**src/rtl/irq_ctrl_pkg.sv**
```systemverilog
// shared constants for the four-level interrupt controller
package irq_ctrl_pkg;
  // ---------------------------------------------------------------
  // sources and levels
  // ---------------------------------------------------------------
  localparam int NUM_SRC = 20;
  localparam int SRC_W = 5;
  localparam int LVL_W = 2;
  localparam int NUM_LVL = 4;
  localparam logic [LVL_W-1:0] LVL_TOP = 2'h3;
  // ---------------------------------------------------------------
  // vector table: base plus eight bytes per source position
  // ---------------------------------------------------------------
  localparam logic [15:0] VEC_BASE = 16'h0003;
  localparam int VEC_STEP_SHIFT = 3;
  // ---------------------------------------------------------------
  // register offsets (8-bit data)
  // ---------------------------------------------------------------
  localparam int ADDR_W = 4;
  localparam logic [3:0] OFF_ENABLE0 = 4'h0;
  localparam logic [3:0] OFF_ENABLE1 = 4'h1;
  localparam logic [3:0] OFF_ENABLE2 = 4'h2;
  localparam logic [3:0] OFF_PRIO_LO0 = 4'h3;
  localparam logic [3:0] OFF_PRIO_LO1 = 4'h4;
  localparam logic [3:0] OFF_PRIO_LO2 = 4'h5;
  localparam logic [3:0] OFF_PRIO_HI0 = 4'h6;
  localparam logic [3:0] OFF_PRIO_HI1 = 4'h7;
  localparam logic [3:0] OFF_PRIO_HI2 = 4'h8;
  localparam logic [3:0] OFF_PEND0 = 4'h9;
  localparam logic [3:0] OFF_PEND1 = 4'ha;
  localparam logic [3:0] OFF_PEND2 = 4'hb;
  localparam logic [3:0] OFF_STATUS = 4'hc;
  // bit 7 of the first enable register is the global enable
  localparam int GLOBAL_EN_BIT = 7;
  localparam logic [7:0] RESET_BYTE = 8'h00;
  // ---------------------------------------------------------------
  // timing
  // ---------------------------------------------------------------
  localparam int DETECT_CYCLES = 1;
  localparam int CALL_CYCLES = 4;
  localparam logic [2:0] CALL_LAST = 3'(CALL_CYCLES - 1);
  // ---------------------------------------------------------------
  // sequencer states, gray along hold -> call -> idle
  // ---------------------------------------------------------------
  typedef enum logic [1:0] {
    ST_IDLE = 2'b00,
    ST_CALL = 2'b01,
    ST_HOLD = 2'b11
  } seq_state_t;
endpackage

```
**src/rtl/four_level_irq_controller.sv**
```systemverilog
// four-level priority interrupt controller with vectoring and nesting
// How it works
// RL1 - hardware event sets pending flag regardless of its enable
// RL2 - enabled pending flag requests long call to vector after instruction
// RL3 - return resumes at the next instruction the core would have run
// RL4 - pending flag of a disabled source produces no request
// RL5 - per-source enables count only while global enable is one
// RL6 - global enable zero blocks every source
// RL7 - self-clearing sources lose their flag on vectoring
// RL8 - software clears other flags before returning
// RL9 - flag still set after return re-requests after one instruction
// RL10 - software write of one to a flag acts like an event
// RL11 - two priority bits per source, low and high registers
// RL12 - priority bits decode as binary level zero to three
// RL13 - all priorities reset to lowest level
// RL14 - only strictly higher level preempts; level three never preempted
// RL15 - highest level wins; ties go to lower vector position
// RL16 - requests sampled and decoded every clock
// RL17 - one clock detect plus four clock call, five total
// RL18 - after a return one instruction completes before the call
// RL19 - worst case covers detect, return, divide and call
// RL20 - equal or lower level waits for return plus one instruction
// RL21 - after return the highest pending request is served next
// RL22 - leaving high priority bits zero gives two-level behaviour
// RL23 - in-service record per level sets on vector, clears on return
//
// The implementer's own choices: strobed register access and the address map.
`timescale 1ns/1ns
module four_level_irq_controller
  import irq_ctrl_pkg::*;
(
  input wire logic clk,
  input wire logic rst,
  input wire logic [NUM_SRC-1:0] src_event,
  input wire logic [NUM_SRC-1:0] src_self_clear,
  input wire logic instr_done,
  input wire logic reti_done,
  input wire logic [ADDR_W-1:0] reg_addr,
  input wire logic [7:0] reg_wdata,
  input wire logic reg_wr,
  input wire logic reg_rd,
  output logic [7:0] reg_rdata,
  output logic call_active,
  output logic call_start,
  output logic [15:0] call_vector,
  output logic [SRC_W-1:0] call_src,
  output logic global_irq_enable
);
  // ---------------------------------------------------------------
  // source inputs: pins from outside pass two flops
  // ---------------------------------------------------------------
  // the two flops add two cycles ahead of the one detect cycle; only the
  // second flop feeds the pending flags
  logic [NUM_SRC-1:0] ev_meta_reg;
  logic [NUM_SRC-1:0] ev_sync_reg;
  always_ff @(posedge clk or posedge rst) begin
    if (rst) begin
      ev_meta_reg <= '0;
      ev_sync_reg <= '0;
    end else begin
      ev_meta_reg <= src_event;
      ev_sync_reg <= ev_meta_reg;
    end
  end

  // ---------------------------------------------------------------
  // registers
  // ---------------------------------------------------------------
  logic [23:0] irq_enable_reg;
  logic [23:0] prio_low_bit_reg;
  logic [23:0] prio_high_bit_reg;
  logic [NUM_SRC-1:0] pend_reg;
  logic [NUM_LVL-1:0] in_service_reg;
  seq_state_t state_reg;
  logic [2:0] call_cnt_reg;
  logic [SRC_W-1:0] win_src_reg;
  logic [LVL_W-1:0] win_lvl_reg;
  logic [7:0] reg_rdata_reg;

  // software-visible byte index within a 24-bit group
  function automatic logic [1:0] grp_idx(input logic [3:0] a,
                                        input logic [3:0] base);
    logic [3:0] d;
    d = a - base;
    return d[1:0];
  endfunction

  // status and unmapped offsets fall through the chain: writes there are lost
  logic wr_en;
  logic wr_plo;
  logic wr_phi;
  logic wr_pend;
  always_comb begin
    wr_en = 1'b0;
    wr_plo = 1'b0;
    wr_phi = 1'b0;
    wr_pend = 1'b0;
    if (reg_wr && reg_addr <= OFF_ENABLE2) begin
      wr_en = 1'b1;
    end else if (reg_wr && reg_addr >= OFF_PRIO_LO0 &&
                 reg_addr <= OFF_PRIO_LO2) begin
      wr_plo = 1'b1;
    end else if (reg_wr && reg_addr >= OFF_PRIO_HI0 &&
                 reg_addr <= OFF_PRIO_HI2) begin
      wr_phi = 1'b1;
    end else if (reg_wr && reg_addr >= OFF_PEND0 &&
                 reg_addr <= OFF_PEND2) begin
      wr_pend = 1'b1;
    end
  end

  always_ff @(posedge clk or posedge rst) begin
    if (rst) begin
      irq_enable_reg <= {3{RESET_BYTE}};
    end else if (wr_en) begin
      irq_enable_reg[8*grp_idx(reg_addr, OFF_ENABLE0) +: 8] <= reg_wdata;
    end
  end

  always_ff @(posedge clk or posedge rst) begin
    if (rst) begin
      prio_low_bit_reg <= {3{RESET_BYTE}}; // RL13
      prio_high_bit_reg <= {3{RESET_BYTE}}; // RL13
    end else begin
      if (wr_plo) begin
        prio_low_bit_reg[8*grp_idx(reg_addr, OFF_PRIO_LO0) +: 8]
          <= reg_wdata; // RL11
      end
      if (wr_phi) begin
        prio_high_bit_reg[8*grp_idx(reg_addr, OFF_PRIO_HI0) +: 8]
          <= reg_wdata; // RL11
      end
    end
  end

  assign global_irq_enable = irq_enable_reg[GLOBAL_EN_BIT];

  // enable bit position per source: skip the global enable bit
  logic [NUM_SRC-1:0] src_en;
  logic [NUM_SRC-1:0] src_plo;
  logic [NUM_SRC-1:0] src_phi;
  genvar g;
  generate
    for (g = 0; g < NUM_SRC; g++) begin : g_map
      localparam int P = (g < GLOBAL_EN_BIT) ? g : g + 1;
      assign src_en[g] = irq_enable_reg[P];
      assign src_plo[g] = prio_low_bit_reg[P];
      assign src_phi[g] = prio_high_bit_reg[P];
    end
  endgenerate

  // ---------------------------------------------------------------
  // pending flags
  // ---------------------------------------------------------------
  logic vector_take;
  logic [NUM_SRC-1:0] pend_wmask;
  logic [NUM_SRC-1:0] pend_wval;
  always_comb begin
    pend_wmask = '0;
    pend_wval = '0;
    for (int i = 0; i < NUM_SRC; i++) begin
      if (wr_pend && (i < GLOBAL_EN_BIT ? i : i + 1) / 8 ==
          int'(grp_idx(reg_addr, OFF_PEND0))) begin
        pend_wmask[i] = 1'b1;
        pend_wval[i] = reg_wdata[(i < GLOBAL_EN_BIT ? i : i + 1) % 8];
      end
    end
  end

  // set wins over any clear in the same cycle
  always_ff @(posedge clk or posedge rst) begin
    if (rst) begin
      pend_reg <= '0;
    end else begin
      for (int i = 0; i < NUM_SRC; i++) begin
        if (ev_sync_reg[i]) begin
          pend_reg[i] <= 1'b1; // RL1
        end else if (pend_wmask[i]) begin
          pend_reg[i] <= pend_wval[i]; // RL10
        end else if (vector_take && src_self_clear[i] &&
                     win_src_reg == SRC_W'(i)) begin
          pend_reg[i] <= 1'b0; // RL7
        end
      end
    end
  end

  // ---------------------------------------------------------------
  // priority decode, every clock
  // ---------------------------------------------------------------
  logic [NUM_SRC-1:0] req;
  logic any_req;
  logic [SRC_W-1:0] best_src;
  logic [LVL_W-1:0] best_lvl;
  logic [LVL_W-1:0] lvl_i;
  assign req = pend_reg & src_en &
               {NUM_SRC{global_irq_enable}}; // RL4 RL5 RL6
  always_comb begin
    any_req = 1'b0;
    best_src = '0;
    best_lvl = '0;
    lvl_i = '0;
    // scan from the top so lower positions win ties
    for (int i = NUM_SRC - 1; i >= 0; i--) begin // RL16
      lvl_i = {src_phi[i], src_plo[i]}; // RL12
      if (req[i] && (!any_req || lvl_i >= best_lvl)) begin // RL15
        any_req = 1'b1;
        best_src = SRC_W'(i);
        best_lvl = lvl_i;
      end
    end
  end

  // current threshold: highest level in service
  logic svc_any;
  logic [LVL_W-1:0] svc_lvl;
  always_comb begin
    svc_any = 1'b0;
    svc_lvl = '0;
    for (int l = 0; l < NUM_LVL; l++) begin
      if (in_service_reg[l]) begin
        svc_any = 1'b1;
        svc_lvl = LVL_W'(l);
      end
    end
  end

  // a return drops its own level from the threshold in the return cycle,
  // so a waiting request is detected during the return and the call
  // follows the very next instruction
  logic thr_any;
  logic [LVL_W-1:0] thr_lvl;
  always_comb begin
    thr_any = 1'b0;
    thr_lvl = '0;
    for (int l = 0; l < NUM_LVL; l++) begin
      if (in_service_reg[l] &&
          !(reti_done && LVL_W'(l) == svc_lvl)) begin // RL18 RL9
        thr_any = 1'b1;
        thr_lvl = LVL_W'(l);
      end
    end
  end

  logic can_preempt;
  assign can_preempt = any_req &&
    (!thr_any || (thr_lvl != LVL_TOP && best_lvl > thr_lvl)); // RL14 RL20

  // ---------------------------------------------------------------
  // call sequencer
  // ---------------------------------------------------------------
  // detection cycle latches the winner, then call when instruction ends;
  // the winner must still beat the threshold at that boundary, or a
  // request withdrawn during the hold would start a call with no routine
  assign vector_take = (state_reg == ST_HOLD) && instr_done &&
                       can_preempt; // RL2 RL9
  always_ff @(posedge clk or posedge rst) begin
    if (rst) begin
      state_reg <= ST_IDLE;
      call_cnt_reg <= '0;
      win_src_reg <= '0;
      win_lvl_reg <= '0;
    end else begin
      case (state_reg)
        ST_IDLE: begin
          if (can_preempt) begin // RL17
            state_reg <= ST_HOLD;
            win_src_reg <= best_src;
            win_lvl_reg <= best_lvl;
          end
        end
        ST_HOLD: begin
          if (!can_preempt) begin
            state_reg <= ST_IDLE;
          end else if (vector_take) begin
            state_reg <= ST_CALL;
            call_cnt_reg <= '0;
          end else begin
            // keep tracking the best until the call starts
            win_src_reg <= best_src; // RL21
            win_lvl_reg <= best_lvl;
          end
        end
        ST_CALL: begin
          if (call_cnt_reg == CALL_LAST) begin // RL17 RL19
            state_reg <= ST_IDLE;
          end else begin
            call_cnt_reg <= call_cnt_reg + 3'h1;
          end
        end
        default: state_reg <= ST_IDLE;
      endcase
    end
  end

  // ---------------------------------------------------------------
  // in-service record per level
  // ---------------------------------------------------------------
  // vectoring and return never meet in one cycle: a return is not an
  // instruction end, so the two branches below cannot collide
  always_ff @(posedge clk or posedge rst) begin
    if (rst) begin
      in_service_reg <= '0;
    end else if (vector_take) begin
      in_service_reg[win_lvl_reg] <= 1'b1; // RL23
    end else if (reti_done && svc_any) begin
      // return closes only the innermost (highest) level
      in_service_reg[svc_lvl] <= 1'b0; // RL23 RL3
    end
  end

  // ---------------------------------------------------------------
  // outputs to the sequencer
  // ---------------------------------------------------------------
  logic [15:0] vec_reg;
  logic [SRC_W-1:0] call_src_reg;
  logic call_start_reg;
  always_ff @(posedge clk or posedge rst) begin
    if (rst) begin
      vec_reg <= '0;
      call_src_reg <= '0;
      call_start_reg <= 1'b0;
    end else begin
      call_start_reg <= vector_take;
      if (vector_take) begin
        vec_reg <= VEC_BASE +
          (16'(win_src_reg) << VEC_STEP_SHIFT); // RL2
        call_src_reg <= win_src_reg;
      end
    end
  end
  assign call_start = call_start_reg;
  assign call_vector = vec_reg;
  assign call_src = call_src_reg;
  assign call_active = (state_reg == ST_CALL);

  // ---------------------------------------------------------------
  // register read
  // ---------------------------------------------------------------
  // pending flags read back at their register bit positions, so a
  // read-modify-write by software keeps the neighbouring flags intact
  logic [23:0] pend_bytes;
  always_comb begin
    pend_bytes = '0;
    for (int i = 0; i < NUM_SRC; i++) begin
      pend_bytes[i < GLOBAL_EN_BIT ? i : i + 1] = pend_reg[i];
    end
  end

  always_ff @(posedge clk or posedge rst) begin
    if (rst) begin
      reg_rdata_reg <= '0;
    end else if (reg_rd) begin
      if (reg_addr <= OFF_ENABLE2) begin
        reg_rdata_reg <=
          irq_enable_reg[8*grp_idx(reg_addr, OFF_ENABLE0) +: 8];
      end else if (reg_addr <= OFF_PRIO_LO2) begin
        reg_rdata_reg <=
          prio_low_bit_reg[8*grp_idx(reg_addr, OFF_PRIO_LO0) +: 8];
      end else if (reg_addr <= OFF_PRIO_HI2) begin
        reg_rdata_reg <=
          prio_high_bit_reg[8*grp_idx(reg_addr, OFF_PRIO_HI0) +: 8];
      end else if (reg_addr <= OFF_PEND2) begin
        reg_rdata_reg <= pend_bytes[8*grp_idx(reg_addr, OFF_PEND0) +: 8];
      end else if (reg_addr == OFF_STATUS) begin
        reg_rdata_reg <= {2'h0, state_reg, in_service_reg};
      end else begin
        reg_rdata_reg <= '0;
      end
    end else begin
      reg_rdata_reg <= '0;
    end
  end
  assign reg_rdata = reg_rdata_reg;
endmodule

```
**config.mk**
```make
export PLATFORM = sky130hd
export DESIGN_NAME = four_level_irq_controller
export DESIGN_NICKNAME = d
export VERILOG_FILES = /design/src/rtl/irq_ctrl_pkg.sv /design/src/rtl/four_level_irq_controller.sv
export SDC_FILE = /design/constraint.sdc
export NUM_CORES = 1
export LEC_CHECK = 0
export BUFFER_PORTS_ARGS = -buffer_cell sky130_fd_sc_hd__buf_2
export CORE_MARGIN = 2
export CORE_UTILIZATION = 55
export DETAILED_ROUTE_END_ITERATION = 10
export HOLD_SLACK_MARGIN = 0.12
export PLACE_DENSITY = 0.75
export SLEW_MARGIN = 30
export SYNTH_ARGS = -nofsm -noshare
export SYNTH_HDL_FRONTEND = slang
export SYNTH_SLANG_ARGS = --single-unit
```
**constraint.sdc**
```tcl
create_clock -name clk -period 64.2 [get_ports clk]
set_input_delay 12.84 -clock clk [delete_from_list [all_inputs] [get_ports clk]]
set_output_delay 12.84 -clock clk [all_outputs]
set_load 0.005 [all_outputs]
```
==> flow_metrics.tcl <==
set metrics [dict create \
    status "finished, final reports clean" \
    max_slew_margin 0.3350 \
    core_region_area_um2 17120 \
    place.detailed.hpwl_um 21580 \
    hold_viol 0 \
    synthCells 1110 \
    cts.sinks 163 \
    netlist_top_cells_count "nand2_1 (233), dfrtp_1 (163), o21ai_0 (82)" \
    ys.flop_type "dfrtp_1" \
    p_sw_uw 80.93 \
    crit_top_cell "ha_1" \
    cts_max_level 4 \
    rsz0062_at_grt "false" \
    clk_pin_slew_worst_paths_ps 80 \
    synth.area.top_cells "dfrtp_1 (43%), nand2_1 (9.2%), ha_1 (5.1%)" \
    yosysMostFrequentCell "nand2_1" \
    diodes 0 \
    r2r_cells 127 \
    yosys.area.top_type_share 0.4287 \
    finalPower_uw 260.5 \
    worstPathRequired_ps 64540 \
    overflow 0 \
    drtAntennaViolNets 0 \
    max_freq_mhz 36.70 \
    tritoncts "done" \
    rrSetupSlack_ps 36950 \
    globalplace.congestion 0.9821 \
    p_comb_frac 0.139 \
    yosys.area.top_type "dfrtp_1" \
    powerDensity_nw_per_um2 24.56 \
    cts_buffer_depth 2 \
    drv_cap 0 \
    setup_viol 0 \
    vdd_drop_max_v 0.00002557 \
    grtUsageMet2 0.4983 \
    worst_path_max_delay_cell "nor4b_1" \
    critical_path.max_fanout 17 \
    syn2layout_area_growth_pct 11.45 \
    antenna_found_initial 0 \
    crit_path_start_kind "flip-flop" \
    maxSlewViolCount 0 \
    grt_pass1_wl_um 46100 \
    die_w_um 135.5 \
    ys_seq_elements 163 \
    clk_latency_ps 450 \
    synth-seq-area-share 0.4287 \
    min_delay_path_depth 0 \
    grt_pass1_vias 8214 \
    worstHoldPathType "flip-flop to flip-flop" \
    via_count 8792 \
    busiest_layer "met2" \
    nets 1254 \
    initialDrtViolationCount 990 \
    pwr-share-clk 0.411 \
    post_drt_wl_per_cell_um 21.26 \
    cp-end-kind "flip-flop" \
    cts-buffers-inserted 17 \
    tightestPinTransition_ps 997.4 \
    async_reset_ff_frac 1.000 \
    io_buffers 80 \
    drive_gt1_frac 0.1350 \
    wl_um 29660 \
    avgSynthCellArea_um2 8.571 \
    syn_area_um2 9514 \
    grt_usage 0.3355 \
    start_util 0.5558 \
    period_needed_ps 27250 \
    grtUsageMet3 0.05948 \
    worstReg2RegEnd "pend_reg[6]" \
    fp-row-count 48 \
    r2r-start "pend_reg[19]" \
    period_share 0.4244 \
    power.share.switching 0.3107 \
    setup_tns_ps 0 \
    grt_start_max_net_pins 108 \
    top_level_ports 90 \
    cts_hold_buf 0 \
    cts-root-buf "clkbuf_16" \
    path_class "flip-flop to flip-flop" \
    drtPass1Iterations 6 \
    cts_resized 0 \
    max_stage_delay_ps 900 \
    cp.arrival_ps 27580 \
    seq_power_share 0.450 \
    avgViaCountPerCell 6.303 \
    min_to "ev_sync_reg[9]" \
    hp-start "ev_meta_reg[9]" \
    ys_warn_count 0 \
    dieArea_um2 18370 \
    cts_setup_buffers 0 \
    synth.distinct_cells 79 \
    internal_power_uw 179.5 \
    fin_skew_ps 11.79 \
    leakagePower_nw 4.715 \
    die_h_um 135.5 \
    grt_util_met1 0.4741 \
    synth-edff-count 0 \
    drcViolationCount 0 \
]
per-layer routing:
| layer | vias up | share of wire |
|---|---|---|
| li1 | 4020 | - |
| met1 | 4137 | 0.42 |
| met2 | 519 | 0.43 |
| met3 | 116 | 0.098 |
| met4 | 0 | 0.051 |
| met5 | - | 0 |
area by class of cell:
type,count,area [um2]
timing repair buffer,85,437.9
multi-input combinational,845,4997
clock buffer,17,425.4
tap,225,281.5
inverter,45,176.4
clock inverter,15,206.4
fill,1462,6513
sequential,163,4079
worst max-delay path by stage:
stage	endpoint	cells past startpoint	from	slack, ps
after CTS	pend_reg[6]	126	pend_reg[19]	37310
final	pend_reg[6]	127	pend_reg[19]	36950
after global placement	pend_reg[18]	127	pend_reg[19]	38320
after detailed placement	pend_reg[19]	126	pend_reg[19]	37540
after global routing	pend_reg[17]	126	pend_reg[19]	34720
after floorplan	pend_reg[19]	127	irq_enable_reg[7]	39890
metrics by stage:
step / cell area (um2) / util / setup slack (ps) / hold WS [ps] / cells
after floorplan: 9544 / - / 39890 / 331.2 / 1118
after global placement: 9960 / 0.5819 / 38320 / 332.6 / 1363
after detailed placement: 9970 / 0.5825 / 37540 / 334.7 / 1363
after CTS: 10600 / 0.6194 / 37310 / 346.5 / 1395
after global routing: 10600 / 0.6195 / 34720 / 356.2 / 1395
final: 10600 / 0.6195 / 36950 / 346.5 / 1395
power by group through the flow:
| stage | Sequential (mW) | Combinational [mW] | Clock, mW |
|---|---|---|---|
| finish | 0.117 | 0.0362 | 0.107 |
| global route | 0.117 | 0.0407 | 0.112 |
| floorplan | 0.115 | 0.0259 | 0 |
| detailed placement | 0.119 | 0.0354 | 0 |
| CTS | 0.117 | 0.0357 | 0.108 |
| global placement | 0.118 | 0.0344 | 0 |
placed cells by master (no fill, tap or decap), types with 7 or more instances in the layout:
cell / synthesis / layout
nor2_1: 56 / 55
o211ai_1: 9 / 9
mux2i_1: 22 / 22
nand3_1: 66 / 66
mux2_2: 11 / 11
o22ai_1: 11 / 11
and3_1: 10 / 10
conb_1: 1 / 9
clkbuf_16: 0 / 17
a31oi_1: 7 / 7
nand2_1: 233 / 233
or2_2: 8 / 8
o31ai_1: 37 / 37
nand2b_1: 23 / 23
a21oi_1: 66 / 66
o21ai_0: 82 / 81
a311oi_1: 7 / 7
dfrtp_1: 163 / 163
nor3_1: 16 / 16
and2_1: 10 / 10
nor2b_1: 10 / 10
nand4_1: 12 / 12
ha_1: 39 / 38
buf_2: 1 / 80
inv_1: 44 / 43
logic make-up after synthesis:
logic type      after synthesis  synth area share
simple gates                470            0.2275
compound gates              289            0.1999
flops                       163            0.4287
buf+inv                     110           0.05024
fa+ha+maj                    41           0.05352
mux                          35           0.03879
other cells                   1         0.0003942
xor+xnor                      1         0.0009207
critical path, delay by kind of cell (launching register included):
family / cells / cell delay, ps
buf+inv: 3 / 290
simple gates: 53 / 9190
mux: 3 / 1120
flops: 1 / 500
fa+ha+maj: 22 / 5880
compound gates: 46 / 10100
Power figures use the tool's default switching activity.
